===== config.mk =====
export PLATFORM = sky130hd
export DESIGN_NAME = multifunction_pin_and_irq2_control
export DESIGN_NICKNAME = d
export VERILOG_FILES = /design/src/pinmux_pkg.sv /design/src/multifunction_pin_and_irq2_control.sv
export SDC_FILE = /design/constraint.sdc
export NUM_CORES = 1
export LEC_CHECK = 0
export ABC_AREA = 0
export BUFFER_PORTS_ARGS = -buffer_cell sky130_fd_sc_hd__clkbuf_2
export CORE_MARGIN = 3
export CORE_UTILIZATION = 60
export CTS_BUF_LIST = sky130_fd_sc_hd__clkbuf_2
export CTS_CLUSTER_SIZE = 8
export DETAILED_ROUTE_END_ITERATION = 7
export HOLD_SLACK_MARGIN = 0.08
export PLACE_DENSITY = 0.82
export SYNTH_ARGS = -nofsm -noshare
export SYNTH_HDL_FRONTEND = slang
export SYNTH_SLANG_ARGS = --single-unit

===== constraint.sdc =====
create_clock -name clock -period 2.93 [get_ports clock]
set_input_delay 0.879 -clock clock [delete_from_list [all_inputs] [get_ports clock]]
set_output_delay 0.879 -clock clock [all_outputs]
set_load 0.01 [all_outputs]

===== src/pinmux_pkg.sv =====
// Purpose: shared constants and types for the pin function and interrupt pulse block
// Assumes: 100 MHz clock, byte wide register port with 7 bit addresses
// Notes: pulse times are held in microseconds and turned into cycle counts here
package pinmux_pkg;
	localparam int unsigned CLK_PERIOD_NS = 10;
	localparam int unsigned PULSE_WIDTH_US = 2000;
	localparam int unsigned PULSE_PERIOD_US = 4000;
	localparam int unsigned PULSE_HIGH_CYC = PULSE_WIDTH_US * 1000 / CLK_PERIOD_NS;
	localparam int unsigned PULSE_LOW_CYC =
		(PULSE_PERIOD_US - PULSE_WIDTH_US) * 1000 / CLK_PERIOD_NS;
	localparam int unsigned CNT_W = 18;

	localparam logic [6:0] OFF_FLAG_OVF = 7'h2a;
	localparam logic [6:0] OFF_FLAG_ADC = 7'h2d;
	localparam logic [6:0] OFF_IRQ1_CTL = 7'h30;
	localparam logic [6:0] OFF_IRQ2_CTL = 7'h31;
	localparam logic [6:0] OFF_RSVD = 7'h32;
	localparam logic [6:0] OFF_MIC_CLK = 7'h33;
	localparam logic [6:0] OFF_MIC_DAT = 7'h34;
	localparam logic [6:0] OFF_DOUT = 7'h35;

	localparam logic [7:0] IRQ_CTL_RST = 8'h00;
	localparam logic [7:0] IRQ_CTL_WMASK = 8'h17;
	localparam logic [7:0] MIC_RST = 8'h00;
	localparam logic [7:0] MIC_WMASK = 8'h3d;
	localparam logic [7:0] DOUT_RST = 8'h12;
	localparam logic [7:0] DOUT_WMASK = 8'h1f;

	localparam int unsigned IRQ_NOISE_BIT = 4;
	localparam int unsigned IRQ_ENG_BIT = 2;
	localparam int unsigned IRQ_DA_BIT = 1;
	localparam int unsigned IRQ_RPT_BIT = 0;
	localparam int unsigned MIC_GPI_BIT = 1;
	localparam int unsigned GPO_BIT = 0;
	localparam int unsigned KEEP_BIT = 4;

	typedef enum logic [3:0] {
		MIC_OFF = 4'h0, MIC_IN = 4'h1, MIC_GPI = 4'h2, MIC_GPO = 4'h3,
		MIC_DIVIDED_CLOCK_OUTPUT = 4'h4, MIC_IRQ1 = 4'h5, MIC_IRQ2 = 4'h6,
		MIC_BCLK = 4'h8, MIC_WCLK = 4'h9, MIC_MODCLK = 4'ha
	} mic_code_type;

	typedef enum logic [2:0] {
		DOUT_OFF = 3'h0, DOUT_PRI = 3'h1, DOUT_GPO = 3'h2, DOUT_DIVIDED_CLOCK_OUTPUT = 3'h3,
		DOUT_IRQ1 = 3'h4, DOUT_IRQ2 = 3'h5, DOUT_BCLK = 3'h6, DOUT_WCLK = 3'h7
	} dout_code_type;

	typedef enum logic [2:0] {
		PS_IDLE = 3'b001, PS_HIGH = 3'b010, PS_LOW = 3'b100
	} pulse_state_type;

	typedef struct packed {
		logic ovf_left;
		logic ovf_right;
		logic ovf_shift;
		logic noise_left;
		logic noise_right;
		logic eng_std;
		logic eng_aux;
		logic data_avail;
	} flag_src_type;

	typedef struct packed {
		logic divided_clock_output;
		logic sec_bclk;
		logic sec_wclk;
		logic mod_clk;
		logic pri_dout;
	} out_src_type;

	typedef struct packed {
		logic out;
		logic oe_n;
		logic in_en;
		logic out_en;
	} pin_drive_type;
endpackage


===== src/multifunction_pin_and_irq2_control.sv =====
// Purpose: pin function select for two microphone pins and the serial out pin,
//          sticky interrupt flags and two pulsed interrupt lines
// Assumes: register port strobes are single cycle pulses, sources synchronous
// Notes: read data is valid the cycle after reg_rd
// Notes on behaviour
// - noise enable bit adds agc noise events to second interrupt line
// - engine bit adds engine interrupts and overflow flags to second line
// - data-available bit adds converter data-available events to second line
// - single mode gives one active high pulse of 2 ms per event
// - repeat mode pulses 2 ms every 4 ms until flag register read
// - mic clock pin code 0 powers down input and output buffers
// - code 1 makes mic clock pin an input for core use
// - code 2 samples pin level into read-only bit 1
// - code 3 drives mic clock pin from bit 0
// - codes 4,5,6 route divided clock, first and second interrupt lines
// - codes 8,9,10 route secondary bit clock, word clock, modulator clock
// - mic data pin has same codes in its own register
// - mic data pin code 3 drives bit 0 level
// - serial out field resets to primary data, code 0 powers buffer down
// - serial out codes 2 to 7 select gpo, clock, irqs, secondary clocks
// - serial out code 2 drives bit 0 level
// - keeper bit 4 enables bus keeper when 0, resets to 1
// - flags are sticky, clear on read, set again on fresh source
// - first interrupt line has same enables and modes at its own register
`timescale 1ns/100ps
`default_nettype none
module multifunction_pin_and_irq2_control #(
	parameter int unsigned pulse_high_cycles = pinmux_pkg::PULSE_HIGH_CYC,
	parameter int unsigned pulse_low_cycles  = pinmux_pkg::PULSE_LOW_CYC
) (
	input  wire logic                      clock,
	input  wire logic                      rstn,
	input  wire logic                      reg_wr,
	input  wire logic                      reg_rd,
	input  wire logic [6:0]                reg_addr,
	input  wire logic [7:0]                reg_wdata,
	output var  logic [7:0]                reg_rdata,
	input  wire pinmux_pkg::flag_src_type  flag_src,
	input  wire pinmux_pkg::out_src_type   out_src,
	input  wire logic [1:0]                mic_pin_in,
	output var  pinmux_pkg::pin_drive_type [1:0] mic_drive,
	output var  logic [1:0]                mic_core_in,
	output var  pinmux_pkg::pin_drive_type dout_drive,
	output var  logic                      dout_keeper_en,
	output wire logic [1:0]                irq_line
);
	localparam logic [pinmux_pkg::CNT_W-1:0] HIGH_LAST =
		pinmux_pkg::CNT_W'(pulse_high_cycles - 1);
	localparam logic [pinmux_pkg::CNT_W-1:0] LOW_LAST =
		pinmux_pkg::CNT_W'(pulse_low_cycles - 1);

	logic [7:0]                  irq_ctl_q [2];
	logic [7:0]                  mic_q [2];
	logic [7:0]                  dout_q;
	logic [1:0]                  gpi_q;
	logic [7:0]                  src_q;
	logic [2:0]                  ovf_q;
	logic [3:0]                  adc_q;
	logic [7:0]                  rdata_q;
	logic                        rpt_q [2];
	pinmux_pkg::pulse_state_type st_q [2];
	pinmux_pkg::pulse_state_type st_d [2];
	logic [pinmux_pkg::CNT_W-1:0] cnt_q [2];
	logic [pinmux_pkg::CNT_W-1:0] cnt_d [2];
	logic [1:0]                  trig;
	logic [1:0]                  dout_sel_out;

	wire logic [7:0] src_rise = flag_src & ~src_q;
	wire logic       rd_ovf = reg_rd && reg_addr == pinmux_pkg::OFF_FLAG_OVF;
	wire logic       rd_adc = reg_rd && reg_addr == pinmux_pkg::OFF_FLAG_ADC;
	wire logic       flag_rd = rd_ovf || rd_adc;
	wire logic [2:0] ovf_ev = src_rise[7:5];
	wire logic [3:0] adc_ev = src_rise[4:1];
	wire logic       noise_ev = |adc_ev[3:2];
	wire logic       eng_ev = (|adc_ev[1:0]) || (|ovf_ev);
	wire logic       da_ev = src_rise[0];
	wire logic [7:0] rd_mux =
		rd_ovf ? {4'h0, ovf_q, 1'b0} :
		rd_adc ? {1'b0, adc_q, 3'h0} :
		reg_addr == pinmux_pkg::OFF_IRQ1_CTL ? irq_ctl_q[0] :
		reg_addr == pinmux_pkg::OFF_IRQ2_CTL ? irq_ctl_q[1] :
		reg_addr == pinmux_pkg::OFF_MIC_CLK ? {mic_q[0][7:2], gpi_q[0], mic_q[0][0]} :
		reg_addr == pinmux_pkg::OFF_MIC_DAT ? {mic_q[1][7:2], gpi_q[1], mic_q[1][0]} :
		reg_addr == pinmux_pkg::OFF_DOUT ? dout_q : 8'h00;
	wire pinmux_pkg::dout_code_type dout_code = pinmux_pkg::dout_code_type'(dout_q[3:1]);

	assign reg_rdata = rdata_q;

	// sticky flags, a fresh source edge wins over the clearing read
	always_ff @(posedge clock) begin
		if (!rstn) begin
			src_q <= 8'h00;
			ovf_q <= 3'h0;
			adc_q <= 4'h0;
			rdata_q <= 8'h00;
		end else begin
			src_q <= flag_src;
			ovf_q <= (ovf_q & {3{~rd_ovf}}) | ovf_ev;
			adc_q <= (adc_q & {4{~rd_adc}}) | adc_ev;
			if (reg_rd) begin
				rdata_q <= rd_mux;
			end
		end
	end

	// control registers, reserved bits never take written ones
	always_ff @(posedge clock) begin
		if (!rstn) begin
			irq_ctl_q[0] <= pinmux_pkg::IRQ_CTL_RST;
			irq_ctl_q[1] <= pinmux_pkg::IRQ_CTL_RST;
			mic_q[0] <= pinmux_pkg::MIC_RST;
			mic_q[1] <= pinmux_pkg::MIC_RST;
			dout_q <= pinmux_pkg::DOUT_RST;
		end else if (reg_wr) begin
			case (reg_addr)
				pinmux_pkg::OFF_IRQ1_CTL: irq_ctl_q[0] <= reg_wdata & pinmux_pkg::IRQ_CTL_WMASK;
				pinmux_pkg::OFF_IRQ2_CTL: irq_ctl_q[1] <= reg_wdata & pinmux_pkg::IRQ_CTL_WMASK;
				pinmux_pkg::OFF_MIC_CLK: mic_q[0] <= reg_wdata & pinmux_pkg::MIC_WMASK;
				pinmux_pkg::OFF_MIC_DAT: mic_q[1] <= reg_wdata & pinmux_pkg::MIC_WMASK;
				pinmux_pkg::OFF_DOUT: dout_q <= reg_wdata & pinmux_pkg::DOUT_WMASK;
				default: ;
			endcase
		end
	end

	// interrupt pulse generators, index 0 first line, index 1 second line
	for (genvar g = 0; g < 2; g++) begin : gen_irq
		assign trig[g] = (irq_ctl_q[g][pinmux_pkg::IRQ_NOISE_BIT] && noise_ev) ||
			(irq_ctl_q[g][pinmux_pkg::IRQ_ENG_BIT] && eng_ev) ||
			(irq_ctl_q[g][pinmux_pkg::IRQ_DA_BIT] && da_ev);
		assign irq_line[g] = st_q[g] == pinmux_pkg::PS_HIGH;
		wire logic rpt_d = trig[g] || (rpt_q[g] && !flag_rd);

		always_comb begin
			st_d[g] = st_q[g];
			cnt_d[g] = cnt_q[g] + 1'b1;
			case (st_q[g])
				pinmux_pkg::PS_IDLE: begin
					cnt_d[g] = '0;
					if (trig[g]) begin
						st_d[g] = pinmux_pkg::PS_HIGH;
					end
				end
				pinmux_pkg::PS_HIGH: begin
					if (cnt_q[g] == HIGH_LAST) begin
						cnt_d[g] = '0;
						if (irq_ctl_q[g][pinmux_pkg::IRQ_RPT_BIT] && rpt_d) begin
							st_d[g] = pinmux_pkg::PS_LOW;
						end else begin
							st_d[g] = pinmux_pkg::PS_IDLE;
						end
					end
				end
				pinmux_pkg::PS_LOW: begin
					if (!rpt_d) begin
						st_d[g] = pinmux_pkg::PS_IDLE;
					end else if (cnt_q[g] == LOW_LAST) begin
						cnt_d[g] = '0;
						st_d[g] = pinmux_pkg::PS_HIGH;
					end
				end
				default: begin
					st_d[g] = pinmux_pkg::PS_IDLE;
					cnt_d[g] = '0;
				end
			endcase
		end

		always_ff @(posedge clock) begin
			if (!rstn) begin
				st_q[g] <= pinmux_pkg::PS_IDLE;
				cnt_q[g] <= '0;
				rpt_q[g] <= 1'b0;
			end else begin
				st_q[g] <= st_d[g];
				cnt_q[g] <= cnt_d[g];
				rpt_q[g] <= rpt_d;
			end
		end
	end

	// microphone pins, index 0 clock pin, index 1 data pin
	for (genvar g = 0; g < 2; g++) begin : gen_mic
		wire pinmux_pkg::mic_code_type code = pinmux_pkg::mic_code_type'(mic_q[g][5:2]);
		wire logic in_en = code == pinmux_pkg::MIC_IN || code == pinmux_pkg::MIC_GPI;
		logic sel_out;
		logic out_en;

		always_comb begin
			sel_out = 1'b0;
			out_en = 1'b1;
			case (code)
				pinmux_pkg::MIC_GPO: sel_out = mic_q[g][pinmux_pkg::GPO_BIT];
				pinmux_pkg::MIC_DIVIDED_CLOCK_OUTPUT: sel_out = out_src.divided_clock_output;
				pinmux_pkg::MIC_IRQ1: sel_out = irq_line[0];
				pinmux_pkg::MIC_IRQ2: sel_out = irq_line[1];
				pinmux_pkg::MIC_BCLK: sel_out = out_src.sec_bclk;
				pinmux_pkg::MIC_WCLK: sel_out = out_src.sec_wclk;
				pinmux_pkg::MIC_MODCLK: sel_out = out_src.mod_clk;
				default: out_en = 1'b0;
			endcase
		end

		always_ff @(posedge clock) begin
			if (!rstn) begin
				mic_drive[g] <= '{out: 1'b0, oe_n: 1'b1, in_en: 1'b0, out_en: 1'b0};
				gpi_q[g] <= 1'b0;
				mic_core_in[g] <= 1'b0;
			end else begin
				mic_drive[g] <= '{out: sel_out, oe_n: ~out_en, in_en: in_en, out_en: out_en};
				gpi_q[g] <= (code == pinmux_pkg::MIC_GPI) && mic_pin_in[g];
				mic_core_in[g] <= (code == pinmux_pkg::MIC_IN) && mic_pin_in[g];
			end
		end
	end

	// serial out pin
	always_comb begin
		dout_sel_out = 2'b10;
		case (dout_code)
			pinmux_pkg::DOUT_OFF: dout_sel_out = 2'b00;
			pinmux_pkg::DOUT_PRI: dout_sel_out[0] = out_src.pri_dout;
			pinmux_pkg::DOUT_GPO: dout_sel_out[0] = dout_q[pinmux_pkg::GPO_BIT];
			pinmux_pkg::DOUT_DIVIDED_CLOCK_OUTPUT: dout_sel_out[0] = out_src.divided_clock_output;
			pinmux_pkg::DOUT_IRQ1: dout_sel_out[0] = irq_line[0];
			pinmux_pkg::DOUT_IRQ2: dout_sel_out[0] = irq_line[1];
			pinmux_pkg::DOUT_BCLK: dout_sel_out[0] = out_src.sec_bclk;
			pinmux_pkg::DOUT_WCLK: dout_sel_out[0] = out_src.sec_wclk;
			default: dout_sel_out = 2'b00;
		endcase
	end

	always_ff @(posedge clock) begin
		if (!rstn) begin
			dout_drive <= '{out: 1'b0, oe_n: 1'b1, in_en: 1'b0, out_en: 1'b0};
			dout_keeper_en <= 1'b0;
		end else begin
			dout_drive <= '{out: dout_sel_out[0], oe_n: ~dout_sel_out[1], in_en: 1'b0,
				out_en: dout_sel_out[1]};
			dout_keeper_en <= ~dout_q[pinmux_pkg::KEEP_BIT];
		end
	end
endmodule
`default_nettype wire


# Word level (Yosys, flattened, before mapping)
# Memory sizes are Yosys's and may differ from the RTL's.
# Cells that the tools add are included.
# classes
addsub,2
eq_ne,40
n_mux,59
bitwise_logic,21
reduce_logical,34
# op_table
cell,count
two-way mux 18 bit,6
one-hot mux 18 bit (2 select lines),2
"equality test 7 x 6 -> 1 bit, second input constant",7
two-way mux 8 bit,6
"adder 18 x 1 -> 18 bit, second input constant",2
"equality test 18 bit, second input constant",2
two-way mux 3 bit,12
"equality test 4 x 3 -> 1 bit, second input constant",6
"equality test 4 bit, second input constant",6
two-way mux 1 bit,23
"equality test 3 bit, second input constant",6
one-hot mux 3 bit (3 select lines),2
"equality test 4 x 2 -> 1 bit, second input constant",4
logical AND 1 bit,16
two-way mux 5 bit,3
one-hot mux 1 bit (7 select lines),2
OR reduction 7 bit,2
"equality test 3 x 2 -> 1 bit, second input constant",4
logical OR 1 bit,10
OR 1 bit,10
"equality test 3 x 1 -> 1 bit, second input constant",3
AND 8 bit,1
"equality test 4 x 1 -> 1 bit, second input constant",2
two-way mux 4 bit,2
other kinds (12),17
# totals
ff_bits,45
mem_bits_rw,62
input_bits,34
wordCells,183
memories,5
# memory_table
memory,depth,width,read_ports,rd_clocked_by_memory_dff,write_ports,line_no,text
cnt_q,2,18,2,0,2,multifunction_pin_and_irq2_control.sv:63,logic [pinmux_pkg::CNT_W-1:0] cnt_q [2];
mic_q,2,5,2,0,2,multifunction_pin_and_irq2_control.sv:53,logic [7:0] mic_q [2];
irq_ctl_q,2,4,2,0,2,multifunction_pin_and_irq2_control.sv:52,logic [7:0] irq_ctl_q [2];
st_q,2,3,2,0,2,multifunction_pin_and_irq2_control.sv:61,pinmux_pkg::pulse_state_type st_q [2];
rpt_q,2,1,2,0,2,multifunction_pin_and_irq2_control.sv:60,logic rpt_q [2];

# Depth between registers and ports, before layout
# logic_depth
depth_word,13
depth_mapped,9
depth_no_buf,6

# Worst setup path before layout
# Ideal clock, no wire load.
# synth_path
kind,input port to flip-flop
startpoint,in flag_src[1] in the netlist's numbering
endpoint,mem cnt_q[0][13] in the netlist's numbering
setup_time_ns,0.063
arrival_time_ns,2.545
required_time_ns,2.867
slack_ns,0.322
stages,8
n_path_buf,2
path_cell_list,nor2b_4 > or4_4 > o21ai_4 > nand3_2 > o41a_1 > buf_6 > buf_12 > nor2_4
# synth_lines
element,line_no,text
start: declaration,multifunction_pin_and_irq2_control.sv:38,"input wire pinmux_pkg::flag_src_type flag_src,"
end: declaration,multifunction_pin_and_irq2_control.sv:63,

==> flow_metrics.tcl <==
set metrics [dict create \
    skew_ns 0.0153 \
    rsz0062_at_grt "no" \
    place_area_um2 5130 \
    pwr-share-comb_pct 10.8 \
    grt-ovfl-total 0 \
    total_power_mw 2.48 \
    synth_top_flop_cell "dfxtp_1" \
    cts_tree "yes" \
    dieArea_um2 9030 \
    crit_required_ns 2.05 \
    reg2reg_depth 6 \
    yosys_warnings 0 \
    worstSetupEndpointType "output pin" \
    slew_violations 0 \
    syn_area_um2 4760 \
    fin_util_pct 70.1 \
    cellInternalPower_mw 1.83 \
    cts_hold_buffers 0 \
    slew-limit-headroom_pct 59.4 \
    synth_edf_count 18 \
    synthCells 524 \
    antenna_left 0 \
    path_common_cell "nor2b_1" \
    area_growth_pct 10.3 \
    core.rowCount 31 \
    synth_top_family_by_area "simple AND/OR/NAND/NOR gates" \
    path_class "flip-flop to output pin" \
    cts_resized 0 \
    pre_cts_ws_ns 0.0755 \
    cts.sinks 105 \
    grt_max_degree 28 \
    sw_frac_of_total_pct 26.1 \
    wl_per_cell_um 14.0 \
    async_reset_ff_share_pct 0 \
    critical_path_cell_count 3 \
    whs_path_depth 2 \
    pwr-share-seq_pct 63.1 \
    final_area_um2 5250 \
    cap_violations 0 \
    switchingPower_uw 649 \
    synth_xor_xnor_area_share_pct 6.26 \
    worst_path_max_delay_cell "nor2b_1" \
    n_fill_cell 595 \
    path_cells "nor2b_1, nor2b_1, clkbuf_2" \
    ys_types 60 \
    status "finished clean" \
    yosys.area_share.simple_pct 27.9 \
    root_buffer "clkbuf_2" \
    syn_area_per_cell_um2 9.08 \
    num_vias 3855 \
    dr.pass1.iters 4 \
    hpwl_um 7180 \
    worstSetupStartpointType "flip-flop" \
    antennaDiodeCount 0 \
    cts_buffers 9 \
    grt_usage_pct 22.6 \
    worstSkewPairLatency_ns 0.57 \
    worst_slack_ns 0.220 \
    cts_setup_buffers 0 \
    fmax_mhz 369 \
    synthAdderAreaFrac_pct 0.526 \
    final_layout_size_suffix_gt1_share_pct 17.8 \
    pin_count 59 \
    worstHoldPathType "input pin to flip-flop" \
    dieWidth_um 95.0 \
    port_buffers 54 \
    finalSetupViolations 0 \
    whs_ns 0.500 \
    instances_no_fill 684 \
    die_h_um 95.0 \
    synthMuxAreaShare_pct 2.95 \
    antenna_found_initial 0 \
    ir_drop_v 0.000296 \
    synth_area_leaders "dfxtp_1 37%, edfxtp_1 11%, nor2_1 5.8%" \
    yosysSeqAreaShare_pct 48.0 \
    path_clk_slew_ns 0.25 \
    synth.top_cell.area_share_pct 36.6 \
    p_per_area_nw_per_um2 473 \
    path_max_fanout 5 \
    clk_path_buf_depth 2 \
    crit_buf_inv 1 \
    start_util_pct 63.5 \
    synth_compound_area_share_pct 10.1 \
    grt_pass1_wl_um 16100 \
    ys_ff_latch 105 \
    dp.cells 668 \
    p_leak_nw 2.02 \
    p_clk_share_pct 26.1 \
    synth_top_cell_by_area "dfxtp_1" \
    final.setup.tns_ns 0 \
    path_delay_family "simple AND/OR/NAND/NOR gates" \
    routed_via_density 5.64 \
    coreArea_um2 7490 \
    drt_first_iter_violations 163 \
    period_needed_ns 2.71 \
    cp_slowest_stage_delay_ns 0.43 \
    worst_pin_slew_ns 0.609 \
    fin_crit_sh_pct 92.5 \
    grt_pass1_vias 3621 \
    wl_um 9550 \
    drc 0 \
    gp_congestion 0.864 \
    nets 616 \
    hold_violations 0 \
    htreeDepth 3 \
    arrival_ns 1.83 \
]
## cell usage after synthesis (3+ instances only)
cell and count:
nor3_1 10, edfxtp_1 18, nor2_4 7, nand2b_1 11
nor2_2 3, nand3_1 27, nor4bb_1 3, o22ai_1 4
and3_1 7, nor2_1 73, a22oi_1 4, and2_1 9
mux2i_1 5, o211ai_1 6, a31oi_1 8, dfxtp_1 87
nand4_1 10, nor2b_1 18, nor4b_1 3, xnor2_1 13
mux2_2 6, clkbuf_1 14, nand3b_1 8, nand2_1 51
a21oi_1 20, inv_1 20, o21ai_0 18, xor2_1 21
## final timing paths
| path | slack [ns] | end | startpoint |
|---|---|---|---|
| max | 0.22 | irq_line[0] | st_q[0][1] |
| min | 0.50 | src_q[5] | flag_src[5] |
| max reg2reg | 0.48 | cnt_q[1][10] | cnt_q[1][0] |
| min reg2reg | 0.51 | dout_keeper_en | dout_q[4] |
## cells by family after synthesis
group / count (synthesis)
flops: 105
fa+ha+maj: 2
simple gates: 253
xor+xnor: 34
buf+inv: 42
other cells: 1
mux: 12
compound gates: 75
## cells in the final DEF, fill, tap and decap left out, drive strengths merged, types with 19 or more instances in the layout
| cell type | instances |
|---|---|
| a21oi | 20 |
| nand2 | 51 |
| dfxtp | 87 |
| nand3 | 28 |
| nor2 | 83 |
| inv | 20 |
| o21ai | 20 |
| nor2b | 19 |
| xor2 | 21 |
| clkbuf | 63 |
## layer usage
metal / up-vias / wire, um / GRT usage [%]
met5: - / 0 / 0
met4: 0 / 155 / 7.69
met3: 15 / 503 / 6.24
met2: 101 / 4950 / 39.5
met1: 1824 / 3940 / 26.8
li1: 1915 / - / -
## state kept, by name (all words and copies together), names as in the netlist, 4 cells and up
register   flops
mic_drive      8
dout_q         5
st_q           6
mic_q         10
adc_q          4
cnt_q         36
irq_ctl_q      8
reg_rdata      7
src_q          8
## cell type report
class	count	area (um2)	area share [%]
clock buffers	9	45.0	0.859
clock inverters	7	71.3	1.36
inverters	21	78.8	1.50
multi-input cells	378	2280	43.5
flip-flops and latches	105	2280	43.5
well taps	99	124	2.36
repair buffers	65	365	6.96
## power groups by stage
stage / Sequential, mW / Combinational, mW / Clock, mW
global route: 1.57 / 0.298 / 0.731
detailed placement: 1.59 / 0.266 / 0
floorplan: 1.58 / 0.189 / 0
finish: 1.57 / 0.268 / 0.649
CTS: 1.57 / 0.268 / 0.671
global placement: 1.59 / 0.258 / 0
No activity file was read; power rests on OpenSTA's default activity.
